$ cat config.mk
export PLATFORM = sky130hd
export DESIGN_NAME = ssrg_top
export DESIGN_NICKNAME = d
export VERILOG_FILES = /design/src/verilog/ssrg_pkg.sv /design/src/verilog/ssrg_button_filter.sv /design/src/verilog/ssrg_top.sv
export SDC_FILE = /design/constraint.sdc
export NUM_CORES = 1
export LEC_CHECK = 0
export BUFFER_PORTS_ARGS = -buffer_cell sky130_fd_sc_hd__buf_4
export CORE_MARGIN = 5
export CORE_UTILIZATION = 65
export DETAILED_ROUTE_END_ITERATION = 8
export PLACE_DENSITY = 0.81
export SLEW_MARGIN = 20
export SYNTH_ARGS = -nofsm -noshare
export SYNTH_HDL_FRONTEND = slang
export SYNTH_SLANG_ARGS = --single-unit
$ cat constraint.sdc
create_clock -name clk -period 6.2 [get_ports clk]
set_clock_uncertainty 0.05 [all_clocks]
set_input_delay 0.62 -clock clk [delete_from_list [all_inputs] [get_ports clk]]
set_output_delay 0.62 -clock clk [all_outputs]
set_load 0.02 [all_outputs]
$ cat src/verilog/ssrg_pkg.sv
package ssrg_pkg;

    // timebase
    localparam int CLK_PERIOD_NS   = 10;
    localparam int CNT_W           = 32;
    localparam int SYNC_STAGES     = 3;

    // manual reset filtering
    localparam int GLITCH_TIME_NS  = 100;
    localparam int GLITCH_CYC      = (GLITCH_TIME_NS + CLK_PERIOD_NS - 1) / CLK_PERIOD_NS;
    localparam int QUALIFY_TIME_NS = 10000;
    localparam int QUALIFY_CYC     = (QUALIFY_TIME_NS + CLK_PERIOD_NS - 1) / CLK_PERIOD_NS;

    // supply dip acceptance: shallow dips must last longer than deep ones
    localparam int DIP_SHALLOW_TIME_NS = 40000;
    localparam int DIP_SHALLOW_CYC     = (DIP_SHALLOW_TIME_NS + CLK_PERIOD_NS - 1) / CLK_PERIOD_NS;
    localparam int DIP_DEEP_TIME_NS    = 5000;
    localparam int DIP_DEEP_CYC        = (DIP_DEEP_TIME_NS + CLK_PERIOD_NS - 1) / CLK_PERIOD_NS;

    // hold delay, typical / min / max, in microseconds
    localparam int HOLD_SHORT_TYP_US = 2190;
    localparam int HOLD_MID_TYP_US   = 35000;
    localparam int HOLD_LONG_TYP_US  = 280000;
    localparam int HOLD_SHORT_MIN_US = 1090;
    localparam int HOLD_MID_MIN_US   = 17500;
    localparam int HOLD_LONG_MIN_US  = 140000;
    localparam int HOLD_SHORT_MAX_US = 4380;
    localparam int HOLD_MID_MAX_US   = 70000;
    localparam int HOLD_LONG_MAX_US  = 560000;

    localparam int NS_PER_US         = 1000;
    localparam int HOLD_SHORT_CYC    = HOLD_SHORT_TYP_US * NS_PER_US / CLK_PERIOD_NS;
    localparam int HOLD_MID_CYC      = HOLD_MID_TYP_US * NS_PER_US / CLK_PERIOD_NS;
    localparam int HOLD_LONG_CYC     = HOLD_LONG_TYP_US * NS_PER_US / CLK_PERIOD_NS;
    localparam int HOLD_SHORT_MIN_CYC =
        (HOLD_SHORT_MIN_US * NS_PER_US + CLK_PERIOD_NS - 1) / CLK_PERIOD_NS;
    localparam int HOLD_MID_MIN_CYC  =
        (HOLD_MID_MIN_US * NS_PER_US + CLK_PERIOD_NS - 1) / CLK_PERIOD_NS;
    localparam int HOLD_LONG_MIN_CYC =
        (HOLD_LONG_MIN_US * NS_PER_US + CLK_PERIOD_NS - 1) / CLK_PERIOD_NS;
    localparam int HOLD_SHORT_MAX_CYC = HOLD_SHORT_MAX_US * NS_PER_US / CLK_PERIOD_NS;
    localparam int HOLD_MID_MAX_CYC  = HOLD_MID_MAX_US * NS_PER_US / CLK_PERIOD_NS;
    localparam int HOLD_LONG_MAX_CYC = HOLD_LONG_MAX_US * NS_PER_US / CLK_PERIOD_NS;

    // reset values
    localparam logic RST_SYNC_LEVEL  = 1'b1;
    localparam logic RST_ACTIVE      = 1'b1;

    typedef enum logic [1:0] {
        OUT_LOW_PUSH_PULL,
        OUT_LOW_OPEN_DRAIN,
        OUT_HIGH_PUSH_PULL
    } ssrg_out_type;

    typedef enum logic [1:0] {
        DLY_SHORT,
        DLY_MID,
        DLY_LONG
    } ssrg_delay_type;

endpackage

$ cat src/verilog/ssrg_button_filter.sv
`timescale 1ns/1ps
module ssrg_button_filter
(
    // clock and reset
    input  wire logic clk,
    input  wire logic rstn,
    // raw button level, pull-up already applied
    input  wire logic pin_level,
    // qualified press
    output logic      press_req
);

    typedef struct packed {
        logic [ssrg_pkg::SYNC_STAGES-1:0] syn;
        logic                             stable;
        logic                             filt;
        logic [ssrg_pkg::CNT_W-1:0]       glitch_cnt;
        logic [ssrg_pkg::CNT_W-1:0]       qual_cnt;
        logic                             press;
    } ssrg_filt_type;

    localparam logic [ssrg_pkg::CNT_W-1:0] GLITCH_LAST =
        ssrg_pkg::CNT_W'(ssrg_pkg::GLITCH_CYC - 1);
    localparam logic [ssrg_pkg::CNT_W-1:0] QUAL_LAST   =
        ssrg_pkg::CNT_W'(ssrg_pkg::QUALIFY_CYC - 1);

    ssrg_filt_type s_q;
    ssrg_filt_type s_d;

    always_comb
    begin
        s_d     = s_q;
        // three stages; only the agreed pair of the last two is trusted
        s_d.syn = {s_q.syn[ssrg_pkg::SYNC_STAGES-2:0], pin_level};
        if (s_q.syn[1] == s_q.syn[2])
        begin
            s_d.stable = s_q.syn[2];
        end
        // a level change must persist for the glitch time before it counts
        if (s_q.stable == s_q.filt)
        begin
            s_d.glitch_cnt = '0;
        end
        else if (s_q.glitch_cnt == GLITCH_LAST)
        begin
            s_d.filt       = s_q.stable;
            s_d.glitch_cnt = '0;
        end
        else
        begin
            s_d.glitch_cnt = s_q.glitch_cnt + 1'b1;
        end
        // press accepted only after a continuous low of the qualify time
        if (s_q.filt)
        begin
            s_d.qual_cnt = '0;
            s_d.press    = 1'b0;
        end
        else if (!s_q.press)
        begin
            if (s_q.qual_cnt == QUAL_LAST)
            begin
                s_d.press = 1'b1;
            end
            else
            begin
                s_d.qual_cnt = s_q.qual_cnt + 1'b1;
            end
        end
    end

    always_ff @(posedge clk)
    begin
        if (!rstn)
        begin
            s_q            <= '0;
            s_q.syn        <= {ssrg_pkg::SYNC_STAGES{ssrg_pkg::RST_SYNC_LEVEL}};
            s_q.stable     <= ssrg_pkg::RST_SYNC_LEVEL;
            s_q.filt       <= ssrg_pkg::RST_SYNC_LEVEL;
        end
        else
        begin
            s_q <= s_d;
        end
    end

    assign press_req = s_q.press;
endmodule // ssrg_button_filter

$ cat src/verilog/ssrg_top.sv
// Overview of operation
// - above minimum supply but below trip once the dip is accepted, the reset output is held active.
// - supply rising above trip starts the hold timer; output releases on expiry.
// - supply falling below trip forces reset active once the dip is accepted.
// - short shallow dips are ignored; deeper dips are accepted sooner.
// - reset asserts only after button input stays low for the qualify time.
// - after a button reset, full hold delay counts from button release.
// - button low spikes under about 100 ns have no effect.
// - an undriven button input reads high through an internal pull-up.
// - under-voltage and qualified button press are ORed into one request.
// - hold timer starts only when both requests are inactive.
// - output is active while the hold timer runs, inactive on expiry.
// - a new request during the hold timer clears it; output stays active.
// - hold delay is one of 2.19 ms, 35 ms or 280 ms by option.
// - hold delay lies within its option's min and max bounds.
// - push-pull variants drive active level, then inactive level after delay.
// - open-drain variant floats when inactive; system supplies the pull-up.
`timescale 1ns/1ps
module ssrg_top
#(
    parameter ssrg_pkg::ssrg_out_type   OUT_KIND       = ssrg_pkg::OUT_LOW_PUSH_PULL,
    parameter ssrg_pkg::ssrg_delay_type DELAY_SEL      = ssrg_pkg::DLY_LONG,
    parameter int                       HOLD_SHORT_CYC = ssrg_pkg::HOLD_SHORT_CYC,
    parameter int                       HOLD_MID_CYC   = ssrg_pkg::HOLD_MID_CYC,
    parameter int                       HOLD_LONG_CYC  = ssrg_pkg::HOLD_LONG_CYC
)
(
    // clock and reset
    input  wire logic clk,
    input  wire logic rstn,
    // supply comparators
    input  wire logic supply_valid,
    input  wire logic below_trip,
    input  wire logic dip_deep,
    // manual reset pin
    input  wire logic push_button_reset_n,
    input  wire logic push_button_float,
    // reset output pin
    output logic      reset_pin_out,
    output logic      reset_pin_oe_n,
    // status
    output logic      reset_active
);

    typedef enum logic [1:0] {
        ST_ASSERT,
        ST_DELAY,
        ST_RELEASED
    } ssrg_state_type;

    // supply input indices into the synchroniser array
    localparam int IN_VALID = 0;
    localparam int IN_BELOW = 1;
    localparam int IN_DEEP  = 2;
    localparam int N_IN     = 3;

    localparam int SEL_HOLD =
        (DELAY_SEL == ssrg_pkg::DLY_SHORT) ? HOLD_SHORT_CYC :
        (DELAY_SEL == ssrg_pkg::DLY_MID)   ? HOLD_MID_CYC   : HOLD_LONG_CYC;
    localparam logic [ssrg_pkg::CNT_W-1:0] HOLD_LAST =
        ssrg_pkg::CNT_W'(SEL_HOLD - 1);
    localparam logic [ssrg_pkg::CNT_W-1:0] SHALLOW_LAST =
        ssrg_pkg::CNT_W'(ssrg_pkg::DIP_SHALLOW_CYC - 1);
    localparam logic [ssrg_pkg::CNT_W-1:0] DEEP_LAST =
        ssrg_pkg::CNT_W'(ssrg_pkg::DIP_DEEP_CYC - 1);

    // option window is scaled to the chosen count, so shortened counts keep their ratios
    localparam longint SEL_TYP_US =
        (DELAY_SEL == ssrg_pkg::DLY_SHORT) ? ssrg_pkg::HOLD_SHORT_TYP_US :
        (DELAY_SEL == ssrg_pkg::DLY_MID)   ? ssrg_pkg::HOLD_MID_TYP_US   :
                                             ssrg_pkg::HOLD_LONG_TYP_US;
    localparam longint SEL_MIN_US =
        (DELAY_SEL == ssrg_pkg::DLY_SHORT) ? ssrg_pkg::HOLD_SHORT_MIN_US :
        (DELAY_SEL == ssrg_pkg::DLY_MID)   ? ssrg_pkg::HOLD_MID_MIN_US   :
                                             ssrg_pkg::HOLD_LONG_MIN_US;
    localparam longint SEL_MAX_US =
        (DELAY_SEL == ssrg_pkg::DLY_SHORT) ? ssrg_pkg::HOLD_SHORT_MAX_US :
        (DELAY_SEL == ssrg_pkg::DLY_MID)   ? ssrg_pkg::HOLD_MID_MAX_US   :
                                             ssrg_pkg::HOLD_LONG_MAX_US;
    localparam longint HOLD_MIN   = longint'(SEL_HOLD) * SEL_MIN_US / SEL_TYP_US;
    localparam longint HOLD_MAX   = longint'(SEL_HOLD) * SEL_MAX_US / SEL_TYP_US;

    typedef struct packed {
        logic [N_IN-1:0][ssrg_pkg::SYNC_STAGES-1:0] syn;
        logic [N_IN-1:0]                            stable;
        logic [ssrg_pkg::CNT_W-1:0]                 shallow_cnt;
        logic [ssrg_pkg::CNT_W-1:0]                 deep_cnt;
        logic                                       uv;
        ssrg_state_type                             state;
        logic [ssrg_pkg::CNT_W-1:0]                 hold_cnt;
        logic                                       active;
        logic                                       pin_out;
        logic                                       pin_oe_n;
        logic [ssrg_pkg::CNT_W-1:0]                 quiet;
    } ssrg_top_type;

    ssrg_top_type s_q;
    ssrg_top_type s_d;

    logic pin_level;
    logic press_req;
    logic request;

    // pin value seen when nothing drives the button is the pulled-up high
    assign pin_level = push_button_float ? 1'b1 : push_button_reset_n;

    ssrg_button_filter u_button
    (
        .clk       (clk),
        .rstn      (rstn),
        .pin_level (pin_level),
        .press_req (press_req)
    );

    // pin drive for a given reset state; open-drain only ever pulls low
    function automatic logic [1:0] pin_drive(input logic act);
        logic [1:0] r;
        r = 2'h0;
        case (OUT_KIND)
            ssrg_pkg::OUT_LOW_PUSH_PULL:  r = {~act, 1'b0};
            ssrg_pkg::OUT_HIGH_PUSH_PULL: r = {act, 1'b0};
            ssrg_pkg::OUT_LOW_OPEN_DRAIN: r = {1'b0, ~act};
            default:                      r = {~act, 1'b0};
        endcase
        return r;
    endfunction

    assign request = s_q.uv | press_req;

    always_comb
    begin
        s_d = s_q;
        for (int k = 0; k < N_IN; k++)
        begin
            s_d.syn[k] = {s_q.syn[k][ssrg_pkg::SYNC_STAGES-2:0],
                          (k == IN_VALID) ? supply_valid :
                          (k == IN_BELOW) ? below_trip : dip_deep};
            if (s_q.syn[k][1] == s_q.syn[k][2])
            begin
                s_d.stable[k] = s_q.syn[k][2];
            end
        end

        // dip acceptance: a timer per overdrive band, the deep one is shorter
        if (!s_q.stable[IN_BELOW])
        begin
            s_d.shallow_cnt = '0;
            s_d.deep_cnt    = '0;
        end
        else
        begin
            if (s_q.shallow_cnt != SHALLOW_LAST)
            begin
                s_d.shallow_cnt = s_q.shallow_cnt + 1'b1;
            end
            if (!s_q.stable[IN_DEEP])
            begin
                s_d.deep_cnt = '0;
            end
            else if (s_q.deep_cnt != DEEP_LAST)
            begin
                s_d.deep_cnt = s_q.deep_cnt + 1'b1;
            end
        end
        if (!s_q.stable[IN_VALID])
        begin
            s_d.uv = 1'b1;
        end
        else if (!s_q.stable[IN_BELOW])
        begin
            s_d.uv = 1'b0;
        end
        else if ((s_q.shallow_cnt == SHALLOW_LAST) ||
                 (s_q.stable[IN_DEEP] && s_q.deep_cnt == DEEP_LAST))
        begin
            s_d.uv = 1'b1;
        end

        case (s_q.state)
            ST_ASSERT:
            begin
                s_d.hold_cnt = '0;
                if (!request)
                begin
                    s_d.state = ST_DELAY;
                end
            end
            ST_DELAY:
            begin
                if (request)
                begin
                    s_d.state    = ST_ASSERT;
                    s_d.hold_cnt = '0;
                end
                else if (s_q.hold_cnt == HOLD_LAST)
                begin
                    s_d.state = ST_RELEASED;
                end
                else
                begin
                    s_d.hold_cnt = s_q.hold_cnt + 1'b1;
                end
            end
            ST_RELEASED:
            begin
                if (request)
                begin
                    s_d.state    = ST_ASSERT;
                    s_d.hold_cnt = '0;
                end
            end
            default:
            begin
                s_d.state = ST_ASSERT;
            end
        endcase

        // request-free cycle count, only read by the hold checks
        if (request)
        begin
            s_d.quiet = '0;
        end
        else if (s_q.quiet != '1)
        begin
            s_d.quiet = s_q.quiet + 1'b1;
        end

        // outputs follow the next state so a request shows one edge later
        s_d.active                 = (s_d.state != ST_RELEASED);
        {s_d.pin_out, s_d.pin_oe_n} = pin_drive(s_d.active);
    end

    always_ff @(posedge clk)
    begin
        if (!rstn)
        begin
            s_q                        <= '0;
            s_q.syn                    <= '0;
            s_q.uv                     <= ssrg_pkg::RST_ACTIVE;
            s_q.state                  <= ST_ASSERT;
            s_q.active                 <= ssrg_pkg::RST_ACTIVE;
            {s_q.pin_out, s_q.pin_oe_n} <= pin_drive(ssrg_pkg::RST_ACTIVE);
        end
        else
        begin
            s_q <= s_d;
        end
    end

    assign reset_pin_out  = s_q.pin_out;
    assign reset_pin_oe_n = s_q.pin_oe_n;
    assign reset_active   = s_q.active;
endmodule // ssrg_top

# Word level (Yosys, flattened, before mapping)
# Cells that the tools add are included.
[classes]
n_addsub = 5
n_eq_ne = 18
mux = 11
bitwise_logic = 6
reduce_logical = 13
[op_table]
columns = ["cell", "n"]
rows = [
  ["adder 32 x 1 -> 32 bit, second input constant", 5],
  ["one-hot mux 32 bit (3 select lines)", 1],
  ["two-way mux 34 bit", 2],
  ["== test 32 x 10 -> 1 bit, second input constant", 1],
  ["== test 32 x 12 -> 1 bit, second input constant", 1],
  ["== test 32 x 25 -> 1 bit, second input constant", 1],
  ["== test 32 x 4 -> 1 bit, second input constant", 1],
  ["== test 32 x 9 -> 1 bit, second input constant", 1],
  ["two-way mux 32 bit", 1],
  ["!= test 32 x 12 -> 1 bit, second input constant", 1],
  ["!= test 32 x 9 -> 1 bit, second input constant", 1],
  ["AND reduction 2 bit", 4],
  ["one-hot mux 2 bit (3 select lines)", 1],
  ["AND reduction 3 bit", 2],
  ["== test 1 bit", 5],
  ["NOT 1 bit", 5],
  ["two-way mux 1 bit", 4],
  ["two-way mux 2 bit", 2],
  ["!= test 2 bit, second input constant", 2],
  ["OR reduction 2 bit", 2],
  ["!= test 3 bit, second input constant", 1],
  ["nonzero test 3 bit", 1],
  ["OR reduction 3 bit", 1],
  ["== test 2 x 1 -> 1 bit, second input constant", 1],
  ["6 further kinds", 6],
]
[word_totals]
regBits = 184
inputBits = 7
out_inout_bits = 3
word_cells = 74

# Depth between registers and ports, before layout
# Gate-level depths: netlist of run 1.
[logic_depth]
word_depth = 6
ltp_mapped = 8
mapped_depth_nobuf = 7

# Hierarchy
# Synthesis of run 1 repeated with hierarchy kept, for this count alone.
[unflattened]
cells_unflattened = 1038
area_unflattened_um2 = 8742.1
[modules_own_cells]
columns = ["module", "n_inst", "cells_each", "area_per_inst_um2", "seq_area_each_um2"]
rows = [
  ["ssrg_top", 1, 658, 5496.5, 2262.2],
  ["ssrg_button_filter", 1, 380, 3245.6, 1401.3],
]

# Least setup slack after synthesis of run 1
# OpenSTA, ideal clock, no wires.
[synth_timing]
kind = "reg-to-reg"
from = "register s_q[57] in the netlist's numbering"
to = "register s_q[38] in the netlist's numbering"
setup_time_ps = 66
arrival_ps = 2305
t_required_ps = 6084
setup_slack_ps = 3779
path_stages_with_launch = 7
path_buffers = 1
period_less_slack_ps = 2421
cell_sequence = "dfxtp_1 > or4b_1 > or4_1 > or4_4 > a21o_1 > buf_6 > a21oi_2"
[synth_between]
elab_chain_len = 3
[synth_lines]
columns = ["item", "line_no", "source"]
rows = [
  ["start: declaration", "ssrg_top.sv:97", "ssrg_top_type s_q;"],
  ["== test 32 x 25 -> 1 bit", "ssrg_top.sv:195", "else if (s_q.hold_cnt == HOLD_LAST)"],
  ["!= test 3 bit (no line)", "--", ""],
  ["AND reduction 3 bit (no line)", "--", ""],
]
# Every way passes these cells.
# A chain may end at the register's enable or synchronous reset.

# Worst setup path in the final report of run 1
[layout_timing]
from = "register s_q[47] in the netlist's numbering"
to = "register s_q[44] in the netlist's numbering"
# The elaborated chain is that of the path after synthesis.

==> results of run 1 <==
## area by class of cell
type | count | area, um2
clock inverters | 11 | 140
flip-flops and latches | 183 | 3660
repair buffers | 16 | 120
inverters | 27 | 101
fillers | 1048 | 3680
well taps | 176 | 220
multi-input cells | 792 | 4850
clock buffers | 21 | 460
## sequential cells by signal (all words and copies together), names as in the netlist
signal / flops
u_button.s_q: 67
s_q: 105
s_d: 6
reset_pin_out: 1
u_button.s_d: 2
u_button.press_req: 1
reset_active: 1
## power by group
group / total, W / switching, W / internal (W)
clock: 0.00109 / 0.000466 / 0.000626
combinational: 0.0000113 / 0.00000654 / 0.00000471
sequential: 0.00118 / 0.00000113 / 0.00118
## worst max-delay path, stage by stage, from the launching register on
cell,delay [ns]
dfxtp_1,0.38
and2_1,0.23
or3b_2,0.49
nor4_2,0.71
buf_4,0.34
or3_1,0.26
o21ai_0,0.18
## cells by family (layout without fill, tap and decap cells)
| group | after synthesis | count (layout) | share of synthesized area, % |
|---|---|---|---|
| muxes | 9 | 9 | 1.04 |
| other | 1 | 1 | 0.0427 |
| buffers and inverters | 75 | 75 | 3.36 |
| DFF | 183 | 183 | 41.7 |
| and+or+nand+nor | 533 | 533 | 32.6 |
| adders and majority gates | 10 | 10 | 1.42 |
| AOI/OAI and AO/OA | 149 | 149 | 10.9 |
| xor gates and xnor gates | 90 | 90 | 8.97 |
## path summary, 6_finish.rpt
check                                       from          endpoint  slack (ns)  depth (start not counted)
worst min register to register  u_button.s_d[68]  u_button.s_d[69]        0.35                          1
worst min-delay path                  below_trip          s_d[141]        0.34                          2
worst max-delay path                     s_q[47]           s_q[44]        3.39                          6
worst max register to register           s_q[47]           s_q[44]        3.39                          6
## stage by stage
step	utilization [%]	cell area, um2
4_1_cts	72.1	9550
2_1_floorplan	-	8790
3_5_place_dp	67.6	8950
5_1_grt	72.2	9560
3_3_place_gp	67.6	8950
6_report	72.2	9560
## synthesized netlist by cell type, drive strengths merged, types with 21 or more instances
cell type | n | area share, %
nand3 | 50 | 2.8
inv | 27 | 1.2
xnor2 | 44 | 4.4
dfxtp | 183 | 42
nor4 | 46 | 3.6
a21oi | 47 | 3.0
and2 | 21 | 1.5
nor2 | 132 | 5.7
and3 | 22 | 1.6
nand2 | 77 | 3.3
nor3 | 30 | 1.7
xor2 | 46 | 4.6
or3 | 21 | 1.5
nand4 | 59 | 4.2
o21ai | 40 | 2.3
or4 | 22 | 1.9
clkbuf | 40 | 1.7
## cells in the final DEF, fill, tap and decap left out, types with 8 or more instances in the layout
cell type  netlist  layout
buf_4            1      16
or4_1           21      21
o311ai_0        10       9
nor4b_1          8       8
nor3_1          30      30
or3_1           21      21
xnor2_1         44      44
mux2i_1          8       8
dfxtp_1        183     183
and4_1          15      15
inv_1           27      27
nor2_1         129     129
o21ai_0         39      39
a21oi_1         40      40
o31ai_1         12      12
and2_1          21      21
nand3_1         50      50
clkbuf_16        0      17
nor4_1          43      40
xor2_1          46      46
and3_1          22      22
nand2_1         77      77
nand2b_1        11      11
ha_1            10      10
nand4_1         59      59
## routing by layer
layer | track usage (%) | vias up | share of wire [%]
met5 | 0 | - | 0
met4 | 6.12 | 0 | 0.89
met3 | 4.79 | 16 | 4.5
met2 | 36.7 | 178 | 47
met1 | 31.1 | 3482 | 48
li1 | - | 3787 | -
==> impl_summary.md, run 1 <==
Floorplanning
The horizontal die dimension is 126 um. The initial utilization of the core area, before any placement, comes to roughly two thirds. The height of the die is 126 um. The full die area is 16000 um2. For this design the top-level I/O count stands at 10. The number of placement rows is 42. The total area inside the core boundary comes to approximately 13000 um2.

Setup path
The category of the worst setup path capture point is a register. Data on the critical path is required at its endpoint by 6.42 ns. The type of element launching the critical path is a register. Data on the critical path arrives at its endpoint at 3.03 ns.

The critical path start-end classification is register to register. Of all nets on the critical path, the largest fanout is 20.

Layout
The area growth from synthesis to layout is 8.71%. The finished layout holds 1226 standard cells, fillers aside. The number of diodes is 0.

Cells with a size suffix above 1 make up 7.33% of the layout. After the last flow step, the layout net total stands at 1054.

Pwr
The worst-case vdd ir drop is roughly 0.21 mV. The total power density per cell area is 239 nW/um2. Summing internal, switching and leakage power gives 0.00228 W. The total leakage power is 2.94 nW.

Timing
Based on the critical path, the design can be clocked at up to roughly 0.36 GHz. The total count of hold-check failures in the final report is 0. The slew at the pin closest to its max-slew limit is 0.971 ns.

The sum of negative setup slack is 0 ns. The worst setup margin is 3.39 ns. Hold timing on the final database bottoms out at a slack of 0.343 ns. The part of the cycle the worst path needs is 45.4%.

The post-layout minimum cycle time is approximately 2.8 ns. The worst max-slew margin expressed relative to the limit is 35.1%. Setup repair after global routing left no endpoint under its margin.

The final setup violation count is 0. The final-report max-slew violation count is 0.

Yosys
After synthesis the netlist holds a flip-flop and latch count of 183. The Yosys step of the flow raised 0 warnings. The number of enable flip-flop cells after synthesis is 0. The cell count after synthesis came out at 1050. The proportion of synthesized flip-flops having asynchronous set or reset is 0%. The synthesized netlist occupies a cell area of 8790 um2. The most used flip-flop cell after synthesis is dfxtp_1. The number of different library cells used by synthesis comes to between 50 and 60. The proportion of synthesized chip area in sequential cells is 41.7%. The number of nets in the synthesized netlist is roughly 1100. A synthesized cell averages 8.37 um2.

Routing
The post-detailed-route count of antenna-violating nets is 0. The detailed-route via count is 7463. The first-pass iteration count of the detailed router is 5. The wire length after detailed routing is 17.9 mm. The average routed wire per standard cell is approximately 15 um. The number of DRC violations after detailed routing is 0. The detailed router finished its first iteration with 570 violations.

After detailed routing, the number of vias per cell comes to 6.09.

Placement
At the placement stage, the worst setup path has a slack of roughly 3.5 ns. The congestion estimate from routability-driven global placement came to 0.876. The number of placed instances, taps included, is between 1000 and 1500. Detailed placement ended at an HPWL of 11.8 mm.

Input and output buffers added on the ports amount to 8.

Clock network
The clock sink count is 183. The clock tree from TritonCTS is done. The later pin in the worst-skew pair is clocked with a latency of 0.43 ns. The number of gates resized after CTS was 0.

The H-tree was split into 4 levels. The number of buffers added for setup after CTS is 0. The buffer type at the clock tree root is clkbuf_16.

The count of hold buffers inserted by post-cts repair is 0. The clock tree buffer depth is 2. The clock slew seen by the registers of the worst setup and hold paths is 0.07 ns. The number of buffers inserted during clock tree synthesis is 17.

Global routing
The residual overflow from global routing is 0. The largest net degree at the start of global routing is ~50. The all-layer global routing usage is 22.7%. The number of antenna violations at the first check in global routing is 0. The global-route wire length before repair is 31.0 mm.

The via count of the first global-routing pass is between 6000 and 7000.

Status
The run finished with clean final reports.

Worst hold path
The min-delay analysis places its worst path in the category input port to register.

Flow run
Max-cap violations in this run came to 0.
Power figures use the tool's default switching activity.
==> run 2: changes to the inputs <==
Settings changed: CORE_UTILIZATION 65 to 57, PLACE_DENSITY 0.81 to 0.75.
Clock period 6.2 ns to 2.5 ns, I/O delays scaled along.
==> run 2 against run 1 <==
Effect of this change:
- non-clock buffer count increased by 35
- largest power group unchanged
- sequential power grew 150%
- flip-flop and latch count unchanged
- critical path type unchanged
- sequential share of layout area down 1.4 points
- hold slack got worse by 0.16 ns
- fmax up 15%
- core utilization down 6.7 points
- highest routed layer unchanged
==> impl_summary.md, run 2 (synthesis gave the netlist of run 1 again) <==
Floorplanning
The floorplan has 45 rows. The die is 134 um wide. Measured along the y axis, the die boundary spans 134 um. 10 I/O pins were placed. Once the floorplan was initialized, standard cells occupied 58.1% of the core. The die covers approximately 18000 um2.

The region available for standard cell placement spans 15100 um2.

Placement
At the end of routability-driven placement, the weighted congestion stood at roughly 0.87. Prior to clock tree synthesis, the placed netlist has a worst setup slack of 0.0425 ns. In this run, placement finished with an instance count of 1234.

Detailed placement ended at an HPWL of 12.1 mm. The placed standard-cell area is 9190 um2. The count of port buffers added during placement is 8.

Global routing
The via count of the first global-routing pass is between 6000 and 7000. The largest net degree at the start of global routing is a little over 50. The number of antenna violations at the first check in global routing is 0. Across every metal layer, demand over resource in global routing totals 21.1%. The residual overflow from global routing is 0. The global-route wire length before repair is 32.2 mm.

Routing
The first routing iteration left 479 violations. The detailed-route via count is 7564. The mean number of vias per cell is 5.94. The post-detailed-route count of antenna-violating nets is 0. The number of DRC violations after detailed routing is 0. The first TritonRoute pass finished after 6 iterations.

In the final routed layout, each cell accounts on average for 14.3 um. The wire length after detailed routing is 18.2 mm.

Layout
The share of post-route cells with drive strength above 1 is 10.2%. Cells fill roughly 65% of the core in the end. The register with the most flip-flops in the final layout is s_q. The number of flip-flops in the largest register is 105. Relative to the synthesized area, the layout overhead comes to 12.8%. The final cell count without fillers is ~1300. The number of diodes is 0. The top cell types in the final layout, fill and taps aside, are dfxtp_1, nor2_1, nand2_1. The most common cell after layout, fill and taps aside is dfxtp_1.

In the final design database the tool counted 1089 nets. After routing the design area is between 9000 and 10000 um2.

Setup path
At the worst endpoint, the required time is 2.81 ns. The category of cells accounting for the largest share of critical-path delay is simple AND/OR/NAND/NOR gates. The largest single stage delay on the critical path is 0.59 ns. The total buffers and inverters traversed by the critical path is 1. Data arrives at the worst endpoint at 2.75 ns. The worst setup path is captured at a register. STA classifies the critical path startpoint as a register. The slowest cell on the critical path is or4_4. The signal on the critical path passes through or4b_1 -> or4_1 -> or4_4 -> a21o_4 -> buf_12 -> a21oi_1. Along the worst path, the maximum fanout reaches 8. The critical path is of the register to register type.

Clock network
Counting along the longest clock path gives a buffer depth of 2. The buffer type at the clock tree root is clkbuf_16. Clock tree synthesis found a total of 183 sinks. The number of H-tree levels is 4. Clock latency on the worst-skew pair, taken at its later pin, is 0.43 ns.

The clock slew seen by the registers of the worst setup and hold paths is ~0.070 ns. TritonCTS created 17 clock buffers. TritonCTS built the clock tree.

Pwr
The total power density per cell area is about 600 nW/um2. Summing internal, switching and leakage power gives between 0.005 and 0.006 W. The internal portion of the total power is about 0.0046 W. The total leakage power is 3.14 nW. For this design the total switching power over the nets is 0.00123 W. Per report_power, the clock group accounts for approximately 50% of the total. The share of total power in combinational logic is 0.6%. IR analysis of the VDD net gives a maximum drop of 0.516 mV. Per report_power, the sequential group accounts for 50.4% of the total. Of the total power, the share spent switching nets is 21.2%.

Timing
For the pin with the worst max-slew slack, the measured transition is 0.561 ns. Of the available clock period, the critical path in the final layout requires 97.7%. The final-report max-slew violation count is 0.

The post-layout minimum cycle time is between 2 and 2.5 ns. Timing would allow up to slightly above 0.4 GHz. The total count of hold-check failures in the final report was 0. Once routing completed, OpenROAD measured the worst setup slack at 0.0579 ns. Setup violations remaining at the end of the flow were counted as 0. Measured against its own limit, the worst slew margin works out to 62.6%.

Status
The flow ran to the end, and the final reports show no timing, DRC or antenna violations.

Flow run
Max-cap violations in this run came to 0.

Worst hold path
The worst hold path belongs to the class input port to register.
-- run 2: layer usage --
layer | part of all wire (%) | vias up | GRT usage (%)
li1 | - | 3847 | -
met1 | 48 | 3535 | 28.8
met2 | 47 | 161 | 33.4
met3 | 4.4 | 21 | 4.69
met4 | 1.2 | 0 | 6.56
met5 | 0 | - | 0
-- run 2: worst reg2reg max path, cell delays in order, from the launching register on --
cell     delay [ns]
dfxtp_1        0.31
or4b_1         0.50
or4_1          0.41
or4_4          0.59
a21o_4         0.27
buf_12         0.14
a21oi_1        0.11
-- run 2: worst paths after layout --
check	from	endpoint	slack (ns)	cells after the start
min reg2reg	u_button.s_d[68]	u_button.s_d[69]	0.37	1
max	s_q[57]	s_q[48]	0.06	6
max reg2reg	s_q[57]	s_q[48]	0.06	6
min	rstn	u_button.s_d[68]	0.18	2
-- run 2: cell type report --
type	count	area (um2)
inverter	27	101
clock buffer	18	439
sequential	183	3660
timing repair buffer	51	425
multi-input combinational	792	4860
fill	1245	5230
clock inverter	14	189
tap	188	235
-- run 2: power by group through the flow --
stage                     Sequential [W]  Clock, W  Combinational, W
after floorplan                  0.00299         0         0.0000185
final                            0.00292   0.00284         0.0000337
after detailed placement         0.00299         0         0.0000275
after CTS                        0.00292   0.00290         0.0000332
after global routing             0.00292   0.00303         0.0000380
after global placement           0.00299         0         0.0000270
-- run 2: metrics by stage --
step	hold slack, ns	TNS (ns)
2_1_floorplan	0.294	0
3_5_place_dp	0.361	0
6_report	0.183	0
3_3_place_gp	0.349	0
5_1_grt	0.190	-0.00878
4_1_cts	0.145	0
-- run 2: what timing repair did --
item                                    4_1_cts  5_1_grt
hold buffers                                  5        0
gates resized for setup                       0        3
buffers inserted                              0        1
endpoints found under the hold margin         4        0
endpoints found under the setup margin        0       26
==> run 3: changes to the inputs <==
Settings changed: CORE_UTILIZATION 57 to 45, PLACE_DENSITY 0.75 to 0.61.
==> run 3 against run 2 <==
Effect of this change:
- sequential power about the same
- via count down 0.29%
- global-route usage down 3.5 points
- register-to-register slack better by 0.03 ns
- critical path depth unchanged
- non-clock buffer count up 4
- die area up 25%
- flip-flop and latch count unchanged
- sequential share of layout area down 0.55 points
- cell count up 6.3%
- core utilization down 13 points
- clock power up 1%
==> impl_summary.md, run 3 (synthesis gave the netlist of run 1 again) <==
Setup path
The worst flop-to-flop path endpoint is s_q[58]. The critical path goes through or4b_1 -> or4_1 -> or4_4 -> a21o_1 -> buf_12 -> a21oi_1. In this design, the largest share of critical-path delay is due to simple AND/OR/NAND/NOR gates. The worst setup path is of the register to register kind. Counting both buffers and inverters, the worst setup path holds a total of 1. STA puts the critical path data required time at roughly 2.8 ns.

The category of the worst setup path capture point is a register. On the worst path, the slowest cell contributes a delay of 0.55 ns. In this run the worst path has a maximum fanout of 16.

For the worst flop-to-flop path, the logic depth is 6. For this design, the slowest cell found on the critical path is or4_4. The critical path startpoint is s_q[57]. The startpoint of the lowest-slack register-to-register path is s_q[57]. The data arrival at the endpoint of the critical path is between 2 and 3 ns.

STA classifies the critical path startpoint as a register. The slack of the worst reg-to-reg path is 0.09 ns.

Global routing
The via count of the first global-routing pass is 7024. The residual overflow from global routing is 0. Entering global routing, the biggest net connects 28 pins.

The first global-routing pass estimated 32.9 mm of wire. The layer flagged by global routing as most heavily used is met2. Global routing used between 20% and 30% of the available met2 tracks.

Across every metal layer, demand over resource in global routing totals 17.5%. The met3 usage is 3.76%. Global routing used 23.4% of the available met1 tracks. The number of antenna violations at the first check in global routing is 0.

Floorplanning
Once the floorplan was initialized, standard cells occupied between 40% and 50% of the core. The floorplan step defined a die boundary enclosing 22400 um2. In this run the count of I/O pins placed on the die edge is 10. From bottom edge to top edge, the die measures around 150 um. The floorplan has 51 rows. The floorplan step set the die width to 150 um. The placeable core area is 19300 um2.

Worst hold path
The startpoint identified for the worst hold timing path is rstn. The number of cells on the worst hold path is 2. The worst min-delay path endpoint is u_button.s_d[68].

The tightest min-delay check is of the input port to register type.

Clock network
The clock tree buffer depth is 2. TritonCTS created 17 clock buffers. The clock insertion delay at the later pin of the skew report is 0.43 ns.

The clock tree from TritonCTS is done. The buffer type at the clock tree root is clkbuf_16. CTS built an H-tree with a depth of 4. Once the clock tree was built, the setup fixing pass inserted 0 buffers. The clock sink count is 183. After clock tree synthesis, the clock-pin slew on the worst setup and hold paths is ~0.070 ns.

Placement
The placement-stage worst setup slack is 0.0493 ns. The count of port buffers added during placement is 8. In this run the cell area measured after placement is 9370 um2. The placed wire-length estimate is 12.7 mm. The final weighted congestion in routability-driven placement is between 0.8 and 0.9.

Timing
Headroom to the max-slew limit came out at slightly above 60%. The post-layout minimum cycle time is approximately 2.4 ns. The sum of negative setup slack is 0 ns. The slew at the pin closest to its max-slew limit is 0.577 ns. Setup violations remaining at the end of the flow were counted as 0. The total count of hold-check failures in the final report is 0. Setup repair after global routing left no endpoint under its margin. The worst setup margin is 0.0859 ns. The final-report max-slew violation count was 0. The part of the cycle the worst path needs is 96.6%.

The peak clock frequency supported by timing is 0.414 GHz.

Layout
The register with the most flip-flops in the final layout is s_q. The share of post-route cells with drive strength above 1 is 10.6%. The area growth from synthesis to layout is 14.5%. The number of diodes is 0. The final design area excluding fillers is between 10000 and 15000 um2. The utilization of the core after routing is 52.1%. The library cell used most frequently in the layout, excluding fill and tap cells, is dfxtp_1. The register with the most flip-flops in the layout has between 100 and 150 of them. Leaving out fill and tap cells, the most frequent cells in the layout are dfxtp_1, nor2_1, nand2_1.

The final layout net count is 1093.

Routing
The violation count after the first detailed-routing iteration is 424. Before antenna repair, the detailed router went through 5 iterations. For this run, design rule violations remaining after detail routing come to 0. The mean number of vias per cell is ~5.6. After detailed routing, the average wire length per cell comes to between 10 and 15 um. The routed layout has 7542 vias.

The wire length after detailed routing is 18.7 mm. The post-detailed-route count of antenna-violating nets is 0.

Status
The run finished with clean final reports.

Pwr
The worst-case vdd ir drop is 0.480 mV. Power comes to between 0.005 and 0.006 W. Power spread over the standard cell area amounts to 580 nW/um2. The total leakage power is 3.16 nW.

Flow run
The reported max-cap violation count is 0.
==> run 3: report_power, final <==
group	switching, W	internal [W]	leakage (nW)
clock network	0.00118	0.00169	0.301
logic	0.0000180	0.0000178	1.38
registers	0.00000271	0.00292	1.48
==> run 3: per-stage QoR <==
| stage | instances | hold slack (ns) |
|---|---|---|
| 3_3_place_gp | 1317 | 0.363 |
| 5_1_grt | 1353 | 0.0750 |
| 3_5_place_dp | 1317 | 0.359 |
| 6_report | 1353 | 0.0906 |
| 4_1_cts | 1353 | 0.0757 |
| 2_1_floorplan | 1050 | 0.294 |
==> run 3: worst max path at each step <==
stage	to	slack (ns)	depth (start not counted)
6_report	s_q[58]	0.09	6
2_1_floorplan	s_q[62]	0.08	6
3_5_place_dp	s_q[41]	0.05	5
5_1_grt	s_q[58]	0.002	6
3_3_place_gp	s_q[43]	0.08	5
4_1_cts	s_q[41]	0.03	5
==> run 3: layout make-up <==
cell class | count | area, um2
Timing Repair Buffer | 55 | 475
Sequential cell | 183 | 3660
Fill cell | 1805 | 9270
Clock inverter | 12 | 188
Clock buffer | 19 | 433
Inverter | 27 | 101
Multi-Input combinational cell | 792 | 4870
Tap cell | 265 | 332
==> run 3: routing by layer <==
| layer | part of all wire [%] | vias to the layer above |
|---|---|---|
| met5 | 0 | - |
| met4 | 0.89 | 0 |
| met3 | 3.3 | 11 |
| met2 | 47 | 103 |
| met1 | 49 | 3563 |
| li1 | - | 3865 |
==> run 3: what timing repair did <==
| action | 4_1_cts | 5_1_grt |
|---|---|---|
| hold buffers | 5 | 0 |
| endpoints found under the setup margin | 0 | 12 |
| endpoints found under the hold margin | 4 | 0 |
| gates resized for setup | 0 | 5 |
